$ cat src/dab_pkg.sv
package dab_pkg;
   // Register offsets on the control port (7-bit address)
   localparam logic [6:0] DAB_ADDR_AUTOBUF   = 7'h11;
   localparam logic [6:0] DAB_ADDR_RATIO_HI  = 7'h12;
   localparam logic [6:0] DAB_ADDR_RATIO_LO  = 7'h13;
   localparam logic [6:0] DAB_ADDR_PC_HI     = 7'h14;
   localparam logic [6:0] DAB_ADDR_PC_LO     = 7'h15;
   localparam logic [6:0] DAB_ADDR_PD_HI     = 7'h16;
   localparam logic [6:0] DAB_ADDR_PD_LO     = 7'h17;
   // Autobuffer control field positions
   localparam int DAB_BIT_STUFF_EN   = 6;
   localparam int DAB_BIT_USER_EN    = 5;
   localparam int DAB_BIT_CS_EN      = 4;
   localparam int DAB_LIMIT_MSB      = 3;
   // Writable bits of the control register; bit 7 is reserved
   localparam logic [7:0] DAB_AUTOBUF_MASK  = 8'h7F;
   localparam logic [7:0] DAB_AUTOBUF_RESET = 8'h00;
   // Largest legal stuffing limit
   localparam logic [3:0] DAB_LIMIT_MAX     = 4'h8;
   // Upper ratio byte holds seven bits
   localparam logic [7:0] DAB_RATIO_HI_MASK = 8'h7F;

   // Register port request
   typedef struct packed {
      logic       wr;
      logic       rd;
      logic [6:0] addr;
      logic [7:0] wdata;
   } dab_req_t;

   // One stream bit carried from receiver to transmitter
   typedef struct packed {
      logic is_user;  // User bit, else channel status bit
      logic chan_b;   // Channel B subframe
      logic bit_val;  // Bit value
      logic unit_end; // Last bit of an information unit
   } dab_bit_t;

   // Receiver status sampled from the decoder
   typedef struct packed {
      logic        nonaudio;
      logic        subframe_mode;
      logic [14:0] ratio;
      logic [15:0] pc_a;
      logic [15:0] pd;
      logic [15:0] pc_b;
   } dab_rx_stat_t;
endpackage
$ cat src/dab_autobuf.sv
// Operation
// - User bits copied to transmitter when enabled
// - Channel status copied when its enable set
// - Zero stuffing between units only when enabled
// - Four-bit stuffing limit, zero to eight
// - Fifteen-bit rate ratio readable at 0x12/0x13
// - Burst Pc readable at 0x14/0x15 when nonaudio
// - Burst Pd readable at 0x16/0x17 when nonaudio
// - Preamble registers read zero unless nonaudio
// - Subframe mode puts channel B Pc in Pd
`timescale 1ns/1ps
`default_nettype none
module dab_autobuf (
   // Clock and reset
   input  wire  logic                  clk,
   input  wire  logic                  rst_n,
   // Control port
   input  wire  dab_pkg::dab_req_t     req,
   output var   logic [7:0]            rdata,
   output var   logic                  rvalid,
   // Receiver side stream and status
   input  wire  dab_pkg::dab_bit_t     rx_bit,
   input  wire  logic                  rx_valid,
   output var   logic                  rx_ready,
   input  wire  dab_pkg::dab_rx_stat_t rx_stat,
   // Transmitter side stream
   output var   dab_pkg::dab_bit_t     tx_bit,
   output var   logic                  tx_valid,
   input  wire  logic                  tx_ready,
   // Control levels to the transmitter
   output var   logic                  stuff_enable,
   output var   logic [3:0]            stuff_limit
);
   import dab_pkg::*;

   // Stuffing state: copy bits, or insert zeros after a unit end
   typedef enum logic [1:0] {
      DAB_COPY  = 2'b01,
      DAB_STUFF = 2'b10
   } dab_state_t;

   // Control register and derived fields
   logic [7:0]  ctrl_q;                 // Autobuffer control register
   logic [7:0]  ctrl_d;                 // Its next value
   logic        user_en;                // User bit copy enable
   logic        cs_en;                  // Channel status copy enable
   logic        stf_en;                 // Unit stuffing enable
   logic [3:0]  lim_raw;                // Limit as written
   logic [3:0]  lim;                    // Limit clamped to eight

   // Read path
   logic [7:0]  rd_mux;                 // Selected read byte
   logic [15:0] pc_vis;                 // Pc as seen by software
   logic [15:0] pd_vis;                 // Pd as seen by software

   // Two-entry buffer; two words can wait while the transmitter
   // stalls on a third held in tx_bit, so a stall drops nothing
   dab_bit_t    buf_q [2];              // Storage
   logic        wp_q;                   // Write pointer
   logic        rp_q;                   // Read pointer
   logic [1:0]  cnt_q;                  // Occupancy
   logic [1:0]  cnt_d;                  // Next occupancy
   logic        push;                   // Entry accepted
   logic        pop;                    // Entry leaves
   logic        keep;                   // Incoming bit passes filter

   // Stuffing sequencer
   dab_state_t  st_q;                   // Current state
   dab_state_t  st_d;                   // Next state
   logic [3:0]  zc_q;                   // Zeros left to insert
   logic [3:0]  zc_d;                   // Next count
   dab_bit_t    head;                   // Entry at the read side
   dab_bit_t    out_d;                  // Next transmitter bit
   logic        out_v_d;                // Next transmitter valid
   logic        slot_free;              // Output register may load

   // Field decode; copy enables act on the next bit offered, and bits
   // already in the buffer still leave under the old setting
   assign user_en = ctrl_q[DAB_BIT_USER_EN];
   assign cs_en   = ctrl_q[DAB_BIT_CS_EN];
   assign stf_en  = ctrl_q[DAB_BIT_STUFF_EN];
   assign lim_raw = ctrl_q[DAB_LIMIT_MSB:0];
   // Codes above eight are clamped, never trusted as larger counts
   assign lim     = (lim_raw > DAB_LIMIT_MAX) ? DAB_LIMIT_MAX : lim_raw;

   // Reserved bit 7 is masked off on write; writes to any other
   // offset, the read-only ones included, change nothing here
   assign ctrl_d = (req.wr && req.addr == DAB_ADDR_AUTOBUF) ?
                   (req.wdata & DAB_AUTOBUF_MASK) : ctrl_q;

   // Status comes from the decoder on this same clock, so it is
   // used directly with no synchroniser
   // Preambles hidden unless the stream is nonaudio
   assign pc_vis = rx_stat.nonaudio ? rx_stat.pc_a : 16'h0000;
   // Subframe mode swaps channel B Pc into the Pd pair
   assign pd_vis = !rx_stat.nonaudio ? 16'h0000 :
                   (rx_stat.subframe_mode ? rx_stat.pc_b : rx_stat.pd);

   // Read decode; unmapped addresses return zero. Bytes are read
   // live, so a value read in two halves may tear if it changes
   assign rd_mux =
      (req.addr == DAB_ADDR_AUTOBUF)  ? ctrl_q :
      (req.addr == DAB_ADDR_RATIO_HI) ? ({1'b0, rx_stat.ratio[14:8]} & DAB_RATIO_HI_MASK) :
      (req.addr == DAB_ADDR_RATIO_LO) ? rx_stat.ratio[7:0] :
      (req.addr == DAB_ADDR_PC_HI)    ? pc_vis[15:8] :
      (req.addr == DAB_ADDR_PC_LO)    ? pc_vis[7:0] :
      (req.addr == DAB_ADDR_PD_HI)    ? pd_vis[15:8] :
      (req.addr == DAB_ADDR_PD_LO)    ? pd_vis[7:0] : 8'h00;

   // Only enabled bit classes enter the buffer; others are dropped
   assign keep = rx_bit.is_user ? user_en : cs_en;
   // Dropped bits are still taken, so a disabled class never fills the buffer
   assign push = rx_valid && rx_ready && keep;
   assign head = buf_q[rp_q];
   assign slot_free = !tx_valid || tx_ready;
   // Occupancy after this edge; ready is registered from it
   assign cnt_d = cnt_q + {1'b0, push} - {1'b0, pop};

   // Output sequencer: copy, or after a user unit end insert zeros
   always_comb begin
      // By default the word stands until the transmitter takes it
      st_d    = st_q;
      zc_d    = zc_q;
      out_d   = tx_bit;
      out_v_d = tx_valid && !tx_ready;
      pop     = 1'b0;
      case (st_q)
         DAB_COPY: begin
            if (slot_free && cnt_q != 2'd0) begin
               pop     = 1'b1;
               out_d   = head;
               out_v_d = 1'b1;
               // Stuffing only with its enable and a nonzero limit
               if (stf_en && head.is_user && head.unit_end && lim != 4'h0) begin
                  st_d = DAB_STUFF;
                  zc_d = lim;
               end
            end
         end
         DAB_STUFF: begin
            if (slot_free) begin
               // A stuffed zero is a user bit on channel A
               out_d   = '{is_user: 1'b1, chan_b: 1'b0, bit_val: 1'b0, unit_end: 1'b0};
               out_v_d = 1'b1;
               zc_d    = zc_q - 4'h1;
               // Disabling mid-run ends stuffing after one more zero
               if (zc_q == 4'h1 || !stf_en) begin
                  st_d = DAB_COPY;
               end
            end
         end
         default: begin
            st_d = DAB_COPY;
         end
      endcase
   end

   // Control register and read answer; rdata keeps the last answer
   // so a slow reader may fetch it later
   always_ff @(posedge clk) begin
      if (!rst_n) begin
         ctrl_q <= DAB_AUTOBUF_RESET;
         rdata  <= 8'h00;
         rvalid <= 1'b0;
      end else begin
         ctrl_q <= ctrl_d;
         rdata  <= req.rd ? rd_mux : rdata;
         rvalid <= req.rd;
      end
   end

   // Buffer pointers, occupancy and the registered ready
   always_ff @(posedge clk) begin
      if (!rst_n) begin
         wp_q  <= 1'b0;
         rp_q  <= 1'b0;
         cnt_q    <= 2'd0;
         rx_ready <= 1'b1;
      end else begin
         wp_q     <= wp_q ^ push;
         rp_q     <= rp_q ^ pop;
         cnt_q    <= cnt_d;
         // Refuse the next bit once both entries are held
         rx_ready <= (cnt_d != 2'd2);
      end
   end

   // Buffer storage needs no reset: the count alone says which
   // entries hold a word
   always_ff @(posedge clk) begin
      if (push) begin
         buf_q[wp_q] <= rx_bit;
      end
   end

   // Sequencer and transmitter output register
   always_ff @(posedge clk) begin
      if (!rst_n) begin
         st_q     <= DAB_COPY;
         zc_q     <= 4'h0;
         tx_bit   <= '0;
         tx_valid <= 1'b0;
      end else begin
         st_q     <= st_d;
         zc_q     <= zc_d;
         tx_bit   <= out_d;
         tx_valid <= out_v_d;
      end
   end

   // Control levels for the transmitter; the limit is forced to zero
   // while stuffing is off so no stale count is seen
   always_ff @(posedge clk) begin
      if (!rst_n) begin
         stuff_enable <= 1'b0;
         stuff_limit  <= 4'h0;
      end else begin
         stuff_enable <= stf_en;
         stuff_limit  <= stf_en ? lim : 4'h0;
      end
   end
endmodule
`default_nettype wire

$ cat config.mk
export PLATFORM = sky130hd
export DESIGN_NAME = dab_autobuf
export DESIGN_NICKNAME = d
export VERILOG_FILES = /design/src/dab_pkg.sv /design/src/dab_autobuf.sv
export SDC_FILE = /design/constraint.sdc
export NUM_CORES = 1
export LEC_CHECK = 0
export BUFFER_PORTS_ARGS = -buffer_cell sky130_fd_sc_hd__buf_2
export CAP_MARGIN = 10
export CORE_MARGIN = 2
export CORE_UTILIZATION = 40
export CTS_CLUSTER_DIAMETER = 40
export DETAILED_ROUTE_END_ITERATION = 12
export PLACE_DENSITY_LB_ADDON = 0.2
export SYNTH_ARGS = -nofsm -noshare
export SYNTH_HDL_FRONTEND = slang
export SYNTH_SLANG_ARGS = --single-unit
$ cat constraint.sdc
create_clock -name clk -period 2.05 [get_ports clk]
set_clock_uncertainty 0.2 [all_clocks]
set_input_delay 0.41 -clock clk [delete_from_list [all_inputs] [get_ports clk]]
set_output_delay 0.41 -clock clk [all_outputs]
set_load 0.03 [all_outputs]
==> impl_results.md, run 1 <==
- Tcrit/Tclk final: 97.00%
- Worst setup EP type: flop
- Max Cap Violations: 0
- Cells after synthesis: 328
- Die area: 0.007909 sq mm
- Cts bufs inserted: 5
- FP Rows: 30
- Register area share after synthesis: 34.69%
- Die width: 88.93 um
- Startpoint Class: flop
- Root buffer cell: clkbuf_8
- Final hold violations: 0
- Longest Clk Path Bufs: 2
- Drt total wl: 7771 um
- Pre-antenna DRT Iters: 4
- Critical-path maximum fanout: 2
- Port bufs: 108
- Fmax achieved: 502.9 MHz
- DR DRC count: 0
- Ant. Diodes: 0
- Post-Syn Nets: 426
- Io pins: 110
- Lkg Pwr: 1.718 nW
- CP peak stage delay: 0.34 ns
- RSZ-0062 raised after global routing: true
- Synth Warn #: 0
- Peak VDD IR: 416.5 uV
- Setup CP Type: flop to flop
- Initial antenna violation count: 0
- Synth Register Bits: 46
- Die height: 88.93 um
- Initial Util: 42.00%
- Slew margin rel.: 63.69%
- Clock sink total: 46
- Reg clk slew, reported paths: 0.09 ns
- Post-synth EDFFs: 8
- Fin nets: 551
- Crit path required time: 2.05 ns
- Routability cong.: 0.8866
- Hold crit path type: primary input to flop
- Final setup TNS: 0 ns
- Pin count of the biggest net entering global routing: 35
- R2r startpoint: st_q[1]
- Status: completed
- Filler cells: 685
- Total Power: 2.855 mW
- Slew @ Worst Pin: 0.5447 ns
- First-pass GRT wire length: 12340 um
- Worst r2r path cells: 10
- Worst skew pair latency: 0.30 ns
- Core Area: 0.006869 sq mm
- Reg2Reg Setup Slack: 0.06 ns
- DP HPWL: 6228 um
- Area growth, synth to finish: 34.04%
- Top_reg_cell synth: dfxtp_1
- Vias/cell: 5.211
- Crit path to: rx_ready
- FFs w/ async S/R, synth: 0%
- Worst-path cell chain: inv_2, ha_4, nor3b_4, ha_1, inv_2, ha_4, xnor2_2, xnor2_1, and2_1, nand2b_1
- Final Max Slew Viols: 0
- Final setup viols: 0
- Period minus WS final: 1.989 ns
- Synth unique cells: 50
- Syn avg cell area: 8.797 sq um
- Critical path data arrival time: 1.99 ns
- Vias in the first global route: 2725
- RR Endpoint: rx_ready
- Worst Setup SP: st_q[1]
- Iteration-0 DRC Markers: 129
- H-tree levels: 2
- Mapped Area: 0.002885 sq mm
- Routed Antenna Nets: 0
- CP max-delay cell: dfxtp_2
- Total track usage: 19.96%
- DR vias: 2866
- Grt ovf: 0
- Share of cells above drive strength 1: 38.11%
- Pwr per Cell Area: 738.2 mW/mm^2
- CTS tree: built
- Routed len/inst: 14.13 um
worst min path at each step:
stage               cells past startpoint     endpoint  startpoint  slack (ns)
floorplan                               2      st_q[0]     st_q[0]        0.30
global placement                        1    tx_bit[3]   tx_bit[3]        0.28
detailed placement                      1    tx_bit[3]   tx_bit[3]        0.28
CTS                                     1  buf_q[1][1]   rx_bit[1]        0.09
global route                            1  buf_q[1][2]   rx_bit[2]        0.08
finish                                  1  buf_q[0][1]   rx_bit[1]        0.09
power breakdown:
part / total (mW) / switching (mW) / leakage (nW) / internal [mW]
clock: 0.679 / 0.315 / 0.0514 / 0.364
combinational: 1.07 / 0.544 / 1.28 / 0.524
sequential: 1.11 / 0.0826 / 0.382 / 1.02
total: 2.86 / 0.942 / 1.72 / 1.91
cell type report:
| type | count | area, sq um | share of cell area [%] |
|---|---|---|---|
| clock buffer | 6 | 72.57 | 1.876 |
| sequential | 46 | 1007 | 26.04 |
| clock inverter | 2 | 37.54 | 0.9706 |
| timing repair buffer | 139 | 785.8 | 20.32 |
| inverter | 16 | 60.06 | 1.553 |
| tap | 96 | 120.1 | 3.106 |
| multi-input combinational | 245 | 1784 | 46.13 |
Yosys cell counts (all sizes together), types with 5 or more instances:
cell type / n / area [sq um]
a31oi: 6 / 37.54
nor2: 10 / 37.54
inv: 16 / 60.06
edfxtp: 8 / 240.2
nor2b: 33 / 206.5
and3: 10 / 62.56
o21ai: 22 / 110.1
buf: 8 / 43.78
ha: 8 / 100.1
a211oi: 5 / 37.54
and2: 7 / 43.79
a22o: 6 / 52.55
nor3b: 7 / 57.55
o211ai: 8 / 60.06
nand2: 20 / 75.07
mux2i: 22 / 220.2
nand2b: 9 / 56.30
a21oi: 15 / 75.07
a21boi: 5 / 41.29
nand3: 7 / 35.03
clkbuf: 13 / 48.80
dfxtp: 38 / 760.7
stage by stage:
stage | util [%] | cell area [sq um] | setup slack, ns | std cells | hold slack [ns]
2_1_floorplan | - | 2892 | 0.05050 | 328 | 0.2969
3_3_place_gp | 53.83 | 3697 | -0.08073 | 541 | 0.2791
3_5_place_dp | 53.83 | 3697 | -0.1656 | 541 | 0.2839
4_1_cts | 55.59 | 3819 | 0.0003335 | 549 | 0.08828
5_1_grt | 56.30 | 3867 | -0.03218 | 550 | 0.08276
6_report | 56.30 | 3867 | 0.06149 | 550 | 0.09145
repair_timing:
action | CTS | global route
endpoints found under the setup margin | 1 | 3
pin swaps | 1 | 3
setup buffers | 0 | 1
resized for setup | 3 | 12
hold buffers | 0 | 0
worst max-delay path: cells and delay by family (launching register included):
family	cells	cell delay (ns)
simple gates	3	0.36
flops	1	0.34
xor+xnor	2	0.32
fa+ha+maj	3	0.58
buf+inv	2	0.09
per-layer routing:
| layer | global-route usage [%] | wire (um) | part of all wire, % |
|---|---|---|---|
| met4 | 4.478 | 106 | 1.4 |
| met1 | 26.94 | 3599 | 46 |
| met3 | 3.693 | 415 | 5.3 |
| met2 | 33.45 | 3650 | 47 |
| met5 | 0 | 0 | 0 |
cells in the final DEF, fill, tap and decap left out, drive strengths merged, types with 9 or more instances in the layout:
cell,Yosys,layout
dfxtp,38,38
nand2,20,20
o21ai,22,22
nand2b,9,9
nor2b,33,33
a21oi,15,15
nor2,10,10
buf,8,139
mux2i,22,22
and3,10,10
inv,16,16
registers in the layout (all words and copies together), names as in the netlist, 2 cells and up, named ones only:
signal	cells
rdata	8
tx_bit	4
zc_q	4
buf_q	8
st_q	2
ctrl_q	7
cnt_q	2
stuff_limit	4
logic make-up (layout without fill, tap and decap cells):
family          after synthesis  in the layout  share of synthesized area, %
compound gates               90             90                         21.81
mux                          27             27                         9.974
xor+xnor                      3              3                        0.9108
flops                        46             46                         34.69
buf+inv                      37            163                         5.290
fa+ha+maj                     8              8                         3.469
simple gates                117            117                         23.85
(Power assumes the default switching activity.)
==> inputs of run 2 (changes only) <==
--- a/config.mk
+++ b/config.mk
@@ -8,8 +8,8 @@
 export BUFFER_PORTS_ARGS = -buffer_cell sky130_fd_sc_hd__buf_2
 export CAP_MARGIN = 10
 export CORE_MARGIN = 2
-export CORE_UTILIZATION = 40
-export CTS_CLUSTER_DIAMETER = 40
+export CORE_UTILIZATION = 45
+export CTS_CLUSTER_DIAMETER = 60
 export DETAILED_ROUTE_END_ITERATION = 12
 export PLACE_DENSITY_LB_ADDON = 0.2
 export SYNTH_ARGS = -nofsm -noshare
==> constraint.sdc (replaced) <==
create_clock -name clk -period 1.68 [get_ports clk]
set_clock_uncertainty 0.2 [all_clocks]
set_input_delay 0.336 -clock clk [delete_from_list [all_inputs] [get_ports clk]]
set_output_delay 0.336 -clock clk [all_outputs]
set_load 0.03 [all_outputs]
==> run 2 against run 1 <==
Against the previous run:
- critical endpoint unchanged
- via count grew 3.0%
- worst setup slack worse by 0.32 ns
- largest cell class unchanged
- clock power increased by 1%
- the flow now finishes with violations (setup timing)
==> impl_results.md, run 2 (same netlist as run 1, synthesis figures left out) <==
- Status: complete, but fails checks (was completed)
- Failing checks: setup timing
- Worst skew pair latency: 0.30 ns (about the same)
- Final Max Slew Viols: 0 (unchanged)
- Critical path data arrival time: 1.93 ns (was 1.99 ns)
- Iteration-0 DRC Markers: 143 (was 129)
- Hold_ws: 0.02571 ns (was 0.09145 ns)
- Period minus WS final: 1.939 ns (was 1.989 ns)
- Total track usage: 22.95% (was 19.96%)
- H-tree levels: 2 (unchanged)
- Final setup viols: 9 (was 0)
- Most frequent cells in the layout: 108 x buf_2, 43 x buf_4, 32 x nor2b_1, 32 x dfxtp_1, 22 x mux2i_1 (was 108 x buf_2, 33 x dfxtp_1, 32 x nor2b_1, 30 x buf_4, 22 x mux2i_1)
- P_int: 2.467 mW (was 1.914 mW)
- Vias in the first global route: 2895 (was 2725)
- Lkg Pwr: 1.852 nW (was 1.718 nW)
- Worst hold endpoint: buf_q[1][2] (was buf_q[0][1])
- Root buffer cell: clkbuf_8 (unchanged)
- PnR worst setup slack: -0.2585 ns (was 0.06149 ns)
- HP Start: rx_bit[2] (was rx_bit[1])
- Final hold violations: 0 (unchanged)
- Routability cong.: 0.8751 (was 0.8866)
- Worst r2r path cells: 10 (unchanged)
- Area growth, synth to finish: 46.18% (was 34.04%)
- Grt ovf: 0 (unchanged)
- Seq pwr share: 34.8% (was 38.8%)
- Die width: 84.08 um (was 88.93 um)
- Dpl ws: -0.3668 ns (was -0.1656 ns)
- Setup CP Type: flop to flop (unchanged)
- Initial Util: 45.96% (was 42.00%)
- Commonest non-fill, non-tap cell in the layout: buf_2 (unchanged)
- Crit path required time: 1.68 ns (was 2.05 ns)
- Max Cap Violations: 0 (unchanged)
- First-pass GRT wire length: 13210 um (was 12340 um)
- Reg2Reg Setup Slack: -0.26 ns (was 0.06 ns)
- RSZ-0062 raised after global routing: true (unchanged)
- Hold_buf cts: 0 (unchanged)
- Vias/cell: 5.369 (was 5.211)
- Hold crit path type: primary input to flop (unchanged)
- Initial antenna violation count: 0 (unchanged)
- P_sw: 1.343 mW (was 0.9416 mW)
- Ant. Diodes: 0 (unchanged)
- Slew margin rel.: 64.94% (was 63.69%)
- Share of cells above drive strength 1: 47.15% (was 38.11%)
- Non-filler cells, final: 550 (unchanged)
- Pin count of the biggest net entering global routing: 35 (unchanged)
- Critical-path maximum fanout: 2 (unchanged)
- Port bufs: 108 (unchanged)
- Clock sink total: 46 (unchanged)
- Worst setup EP type: flop (unchanged)
- Tcrit/Tclk final: 115.4% (was 97.00%)
- Clock Power Share: 18.0% (was 23.8%)
- Die area: 0.007069 sq mm (was 0.007909 sq mm)
- Routed Antenna Nets: 0 (unchanged)
- Peak VDD IR: 718.6 uV (was 416.5 uV)
- Final Util: 67.19% (was 56.30%)
- Core Area: 0.006277 sq mm (was 0.006869 sq mm)
- DR DRC count: 0 (unchanged)
- Routed len/inst: 15.15 um (was 14.13 um)
- RR Endpoint: rx_ready (unchanged)
- Pre-antenna DRT Iters: 4 (unchanged)
- Io pins: 110 (unchanged)
- Longest Clk Path Bufs: 2 (unchanged)
- Largest regs: buf_q (8), rdata (8), ctrl_q (7) (unchanged)
- Cts bufs inserted: 5 (unchanged)
- R2r startpoint: st_q[1] (unchanged)
- Switch share: 35.26% (was 32.98%)
- Fmax achieved: 515.9 MHz (was 502.9 MHz)
- Slew @ Worst Pin: 0.5191 ns (was 0.5447 ns)
- CTS tree: built (unchanged)
- DR vias: 2953 (was 2866)
- Placed cells: 535 (was 541)
- Worst hold stages: 1 (unchanged)
- Pwr per Cell Area: 903.3 mW/mm^2 (was 738.2 mW/mm^2)
- Drt total wl: 8330 um (was 7771 um)
- FP Rows: 29 (was 30)
- Die height: 84.08 um (was 88.93 um)
- Fin nets: 570 (was 551)
- DP HPWL: 6297 um (was 6228 um)
- Reg clk slew, reported paths: 0.09 ns (about the same)
- Startpoint Class: flop (unchanged)
- Combinational fraction of design power: 47.2% (was 37.4%)
[run 2: cell types whose count changed in the layout (fill, tap and decap cells not counted), moves of 4 or more]
cell | before | now
buf_4 | 30 | 43
a21oi_1 | 15 | 7
a21oi_2 | 0 | 5
a31oi_1 | 6 | 1
o21ai_0 | 20 | 15
buf_6 | 0 | 4
[run 2: layer usage]
layer,track usage (%),part of all wire (%),up-vias
li1,-,-,1472
met1,31.67,44,1378
met2,37.66,49,88
met3,3.858,5.4,15
met4,4.985,1.7,0
met5,0,0,-
[run 2: final cells by class]
cell class	count	area, sq um
Inverter	16	60.06
Multi-Input combinational cell	245	1992
Fill cell	514	2059
Sequential cell	46	1011
Clock buffer	5	68.82
Tap cell	77	96.34
Clock inverter	3	21.27
Timing Repair Buffer	158	968.4
[run 2: how the worst max path moves through the flow]
stage,start,end,slack (ns),cells past startpoint
2_1_floorplan,st_q[1],rx_ready,-0.21,10
3_3_place_gp,rx_bit[3],rx_ready,-0.31,10
3_5_place_dp,rx_bit[3],rx_ready,-0.37,10
4_1_cts,st_q[1],rx_ready,-0.29,10
5_1_grt,st_q[1],rx_ready,-0.36,10
6_report,st_q[1],rx_ready,-0.26,10
[run 2: power by group through the flow]
stage | clock, mW | combinational (mW) | sequential (mW)
CTS | 0.697 | 1.61 | 1.32
detailed placement | 0 | 1.46 | 1.34
finish | 0.686 | 1.80 | 1.33
floorplan | 0 | 0.795 | 1.46
global placement | 0 | 1.43 | 1.34
global route | 0.739 | 1.95 | 1.34
[run 2: per-stage QoR]
step	total power, mW	TNS [ns]	instance area, sq um
after global routing	4.030	-1.880	4218
after detailed placement	2.804	-5.266	3857
after CTS	3.623	-0.8789	4034
after floorplan	2.258	-2.046	2988
after global placement	2.763	-4.343	3857
final	3.810	-1.005	4218
[run 2: critical path, stage by stage (launching register included)]
cell and delay, ns:
dfxtp_2 0.33, inv_2 0.07, ha_4 0.12, nor3b_4 0.22, ha_1 0.27, inv_2 0.07, ha_4 0.13, xnor2_2 0.10
xnor2_1 0.12, and2_1 0.15, nand2b_1 0.06
[run 2: repair_timing]
item | in CTS | in global routing
pin swaps | 10 | 17
gates resized for setup | 17 | 31
setup endpoints to repair | 14 | 18
hold endpoints to repair | 0 | 0
buffers inserted | 3 | 4
==> inputs of run 3 (changes only) <==
==> constraint.sdc (replaced) <==
create_clock -name clk -period 2.14 [get_ports clk]
set_clock_uncertainty 0.2 [all_clocks]
set_input_delay 0.428 -clock clk [delete_from_list [all_inputs] [get_ports clk]]
set_output_delay 0.428 -clock clk [all_outputs]
set_load 0.03 [all_outputs]
==> run 3 against run 2 <==
Against the previous run:
- the flow now finishes without violations
- critical path depth is the same
- clock-buffer cell count unchanged
- routed wire length shrank 9.9%
- die area is the same
- total power is 30% lower
- sequential power decreased by 22%
- worst setup slack better by 0.35 ns
- maximum frequency decreased by 5.5%
- register-to-register slack improved by 0.35 ns
- final cell count decreased by 4.0%
- hold slack improved by 0.083 ns
- critical path type unchanged
==> impl_results.md, run 3 (same netlist as run 1, synthesis figures left out) <==
- Cell Area, Placed: 0.003645 sq mm (was 0.003857 sq mm)
- Worst Setup SP: st_q[1] (unchanged)
- Vias/cell: 5.337 (was 5.369)
- FP Rows: 29 (unchanged)
- Routability cong.: 0.8331 (was 0.8751)
- Critical-path maximum fanout: 2 (unchanged)
- Drt total wl: 7505 um (was 8330 um)
- Vias in the first global route: 2617 (was 2895)
- Lkg Pwr: 1.700 nW (was 1.852 nW)
- Worst setup EP type: flop (unchanged)
- Fmax achieved: 487.6 MHz (was 515.9 MHz)
- Final setup TNS: 0 ns (was -1.005 ns)
- CP peak stage delay: 0.34 ns (was 0.33 ns)
- Final hold violations: 0 (unchanged)
- CP max-delay cell: dfxtp_2 (unchanged)
- Die width: 84.08 um (unchanged)
- Io pins: 110 (unchanged)
- Fin nets: 548 (was 570)
- Filler cells: 574 (was 514)
- Max Cap Violations: 0 (unchanged)
- Routed Antenna Nets: 0 (unchanged)
- Ant. Diodes: 0 (unchanged)
- Post-route cell area: 0.003790 sq mm (was 0.004218 sq mm)
- Status: completed (was complete, but fails checks)
- Hold_buf cts: 0 (unchanged)
- Commonest non-fill, non-tap cell in the layout: buf_2 (unchanged)
- Worst-path cell chain: inv_1, ha_1, nor3b_4, ha_1, inv_1, ha_2, xnor2_2, xnor2_1, and2_1, nand2b_1 (was inv_2, ha_4, nor3b_4, ha_1, inv_2, ha_4, xnor2_2, xnor2_1, and2_1, nand2b_1)
- Final setup viols: 0 (was 9)
- Crit path required time: 2.14 ns (was 1.68 ns)
- Worst skew pair latency: 0.30 ns (about the same)
- Reg clk slew, reported paths: 0.09 ns (about the same)
- DR DRC count: 0 (unchanged)
- Cts bufs inserted: 5 (unchanged)
- Die area: 0.007069 sq mm (unchanged)
- Slew margin rel.: 65.17% (was 64.94%)
- Root buffer cell: clkbuf_8 (unchanged)
- HP Start: rx_bit[1] (was rx_bit[2])
- Die height: 84.08 um (unchanged)
- Area growth, synth to finish: 31.35% (was 46.18%)
- Pwr per Cell Area: 705.6 mW/mm^2 (was 903.3 mW/mm^2)
- Longest Clk Path Bufs: 2 (unchanged)
- Pin count of the biggest net entering global routing: 35 (unchanged)
- Share of cells above drive strength 1: 35.92% (was 47.15%)
- Final Util: 60.37% (was 67.19%)
- Setup CP Type: flop to flop (unchanged)
- Core Area: 0.006277 sq mm (unchanged)
- Slew @ Worst Pin: 0.5224 ns (was 0.5191 ns)
- Period minus WS final: 2.051 ns (was 1.939 ns)
- Tcrit/Tclk final: 95.84% (was 115.4%)
- Initial Util: 45.96% (unchanged)
- R2r startpoint: st_q[1] (unchanged)
- Routed len/inst: 14.21 um (was 15.15 um)
- Total track usage: 21.43% (was 22.95%)
- First-pass GRT wire length: 12080 um (was 13210 um)
- Startpoint Class: flop (unchanged)
- Final Max Slew Viols: 0 (unchanged)
- Port bufs: 108 (unchanged)
- Hold_ws: 0.1089 ns (was 0.02571 ns)
- CTS tree: built (unchanged)
- Clock sink total: 46 (unchanged)
- Initial antenna violation count: 0 (unchanged)
- Peak VDD IR: 649.3 uV (was 718.6 uV)
- Grt ovf: 0 (unchanged)
- Total Power: 2.674 mW (was 3.810 mW)
- DP HPWL: 5956 um (was 6297 um)
- Hold crit path type: primary input to flop (unchanged)
- Crit path max-delay family: adder cells (unchanged)
- H-tree levels: 2 (unchanged)
- Iteration-0 DRC Markers: 106 (was 143)
- DR vias: 2818 (was 2953)
- Most frequent cells in the layout: 108 x buf_2, 36 x dfxtp_1, 33 x nor2b_1, 27 x buf_4, 22 x mux2i_1 (was 108 x buf_2, 43 x buf_4, 32 x nor2b_1, 32 x dfxtp_1, 22 x mux2i_1)
- Pre-antenna DRT Iters: 4 (unchanged)
- Critical path data arrival time: 2.05 ns (was 1.93 ns)
- Largest regs: buf_q (8), rdata (8), ctrl_q (7) (unchanged)
- Buf+Inv Stages, Crit Path: 2 (unchanged)
==> run 3: cell count changes in the layout (fill, tap and decap cells not counted), sizes merged <==
cell,change
buf,-22
clkinv,-2
bufinv,+1
clkinvlp,+1
==> run 3: final cells by class <==
type / count / area [sq um] / area share [%]
multi-input combinational: 245 / 1753 / 46.25
sequential: 46 / 1003 / 26.48
timing repair buffer: 136 / 763.2 / 20.14
tap: 77 / 96.34 / 2.542
clock buffer: 5 / 68.82 / 1.816
inverter: 16 / 60.06 / 1.585
clock inverter: 3 / 45.04 / 1.189
==> run 3: worst paths after layout <==
check / endpoint / slack [ns] / cells after the start
worst max-delay path: rx_ready / 0.09 / 10
worst min-delay path: buf_q[1][1] / 0.11 / 1
worst max register to register: rx_ready / 0.09 / 10
worst min register to register: tx_bit[3] / 0.30 / 1
==> run 3: timing repair <==
item | in CTS | in global routing
setup buffers | 0 | 1
endpoints found under the setup margin | 1 | 1
resized for setup | 1 | 5
==> run 3: power by group <==
| group | internal, mW | switching, mW | total (mW) |
|---|---|---|---|
| logic | 0.477 | 0.498 | 0.975 |
| registers | 0.977 | 0.0678 | 1.04 |
| clock network | 0.347 | 0.306 | 0.654 |
==> run 3: stage by stage <==
stage	cells	setup WS [ns]
after floorplan	328	0.04803
after global placement	519	-0.01530
after detailed placement	519	-0.06833
after CTS	527	0.05999
after global routing	528	-0.01474
final	528	0.08894
==> run 3: per-layer routing <==
| metal | GRT usage (%) | routed length (um) | vias to the layer above |
|---|---|---|---|
| li1 | - | - | 1430 |
| met1 | 28.51 | 3516 | 1294 |
| met2 | 34.78 | 3478 | 86 |
| met3 | 4.847 | 414 | 8 |
| met4 | 6.158 | 95 | 0 |
| met5 | 0 | 0 | - |
==> run 3: worst register-to-register path: cells and delay by family (launching register included) <==
kind	cells	cell delay (ns)
adders and majority gates	3	0.68
and+or+nand+nor	3	0.37
DFF	1	0.34
xor gates and xnor gates	2	0.24
buffers and inverters	2	0.12
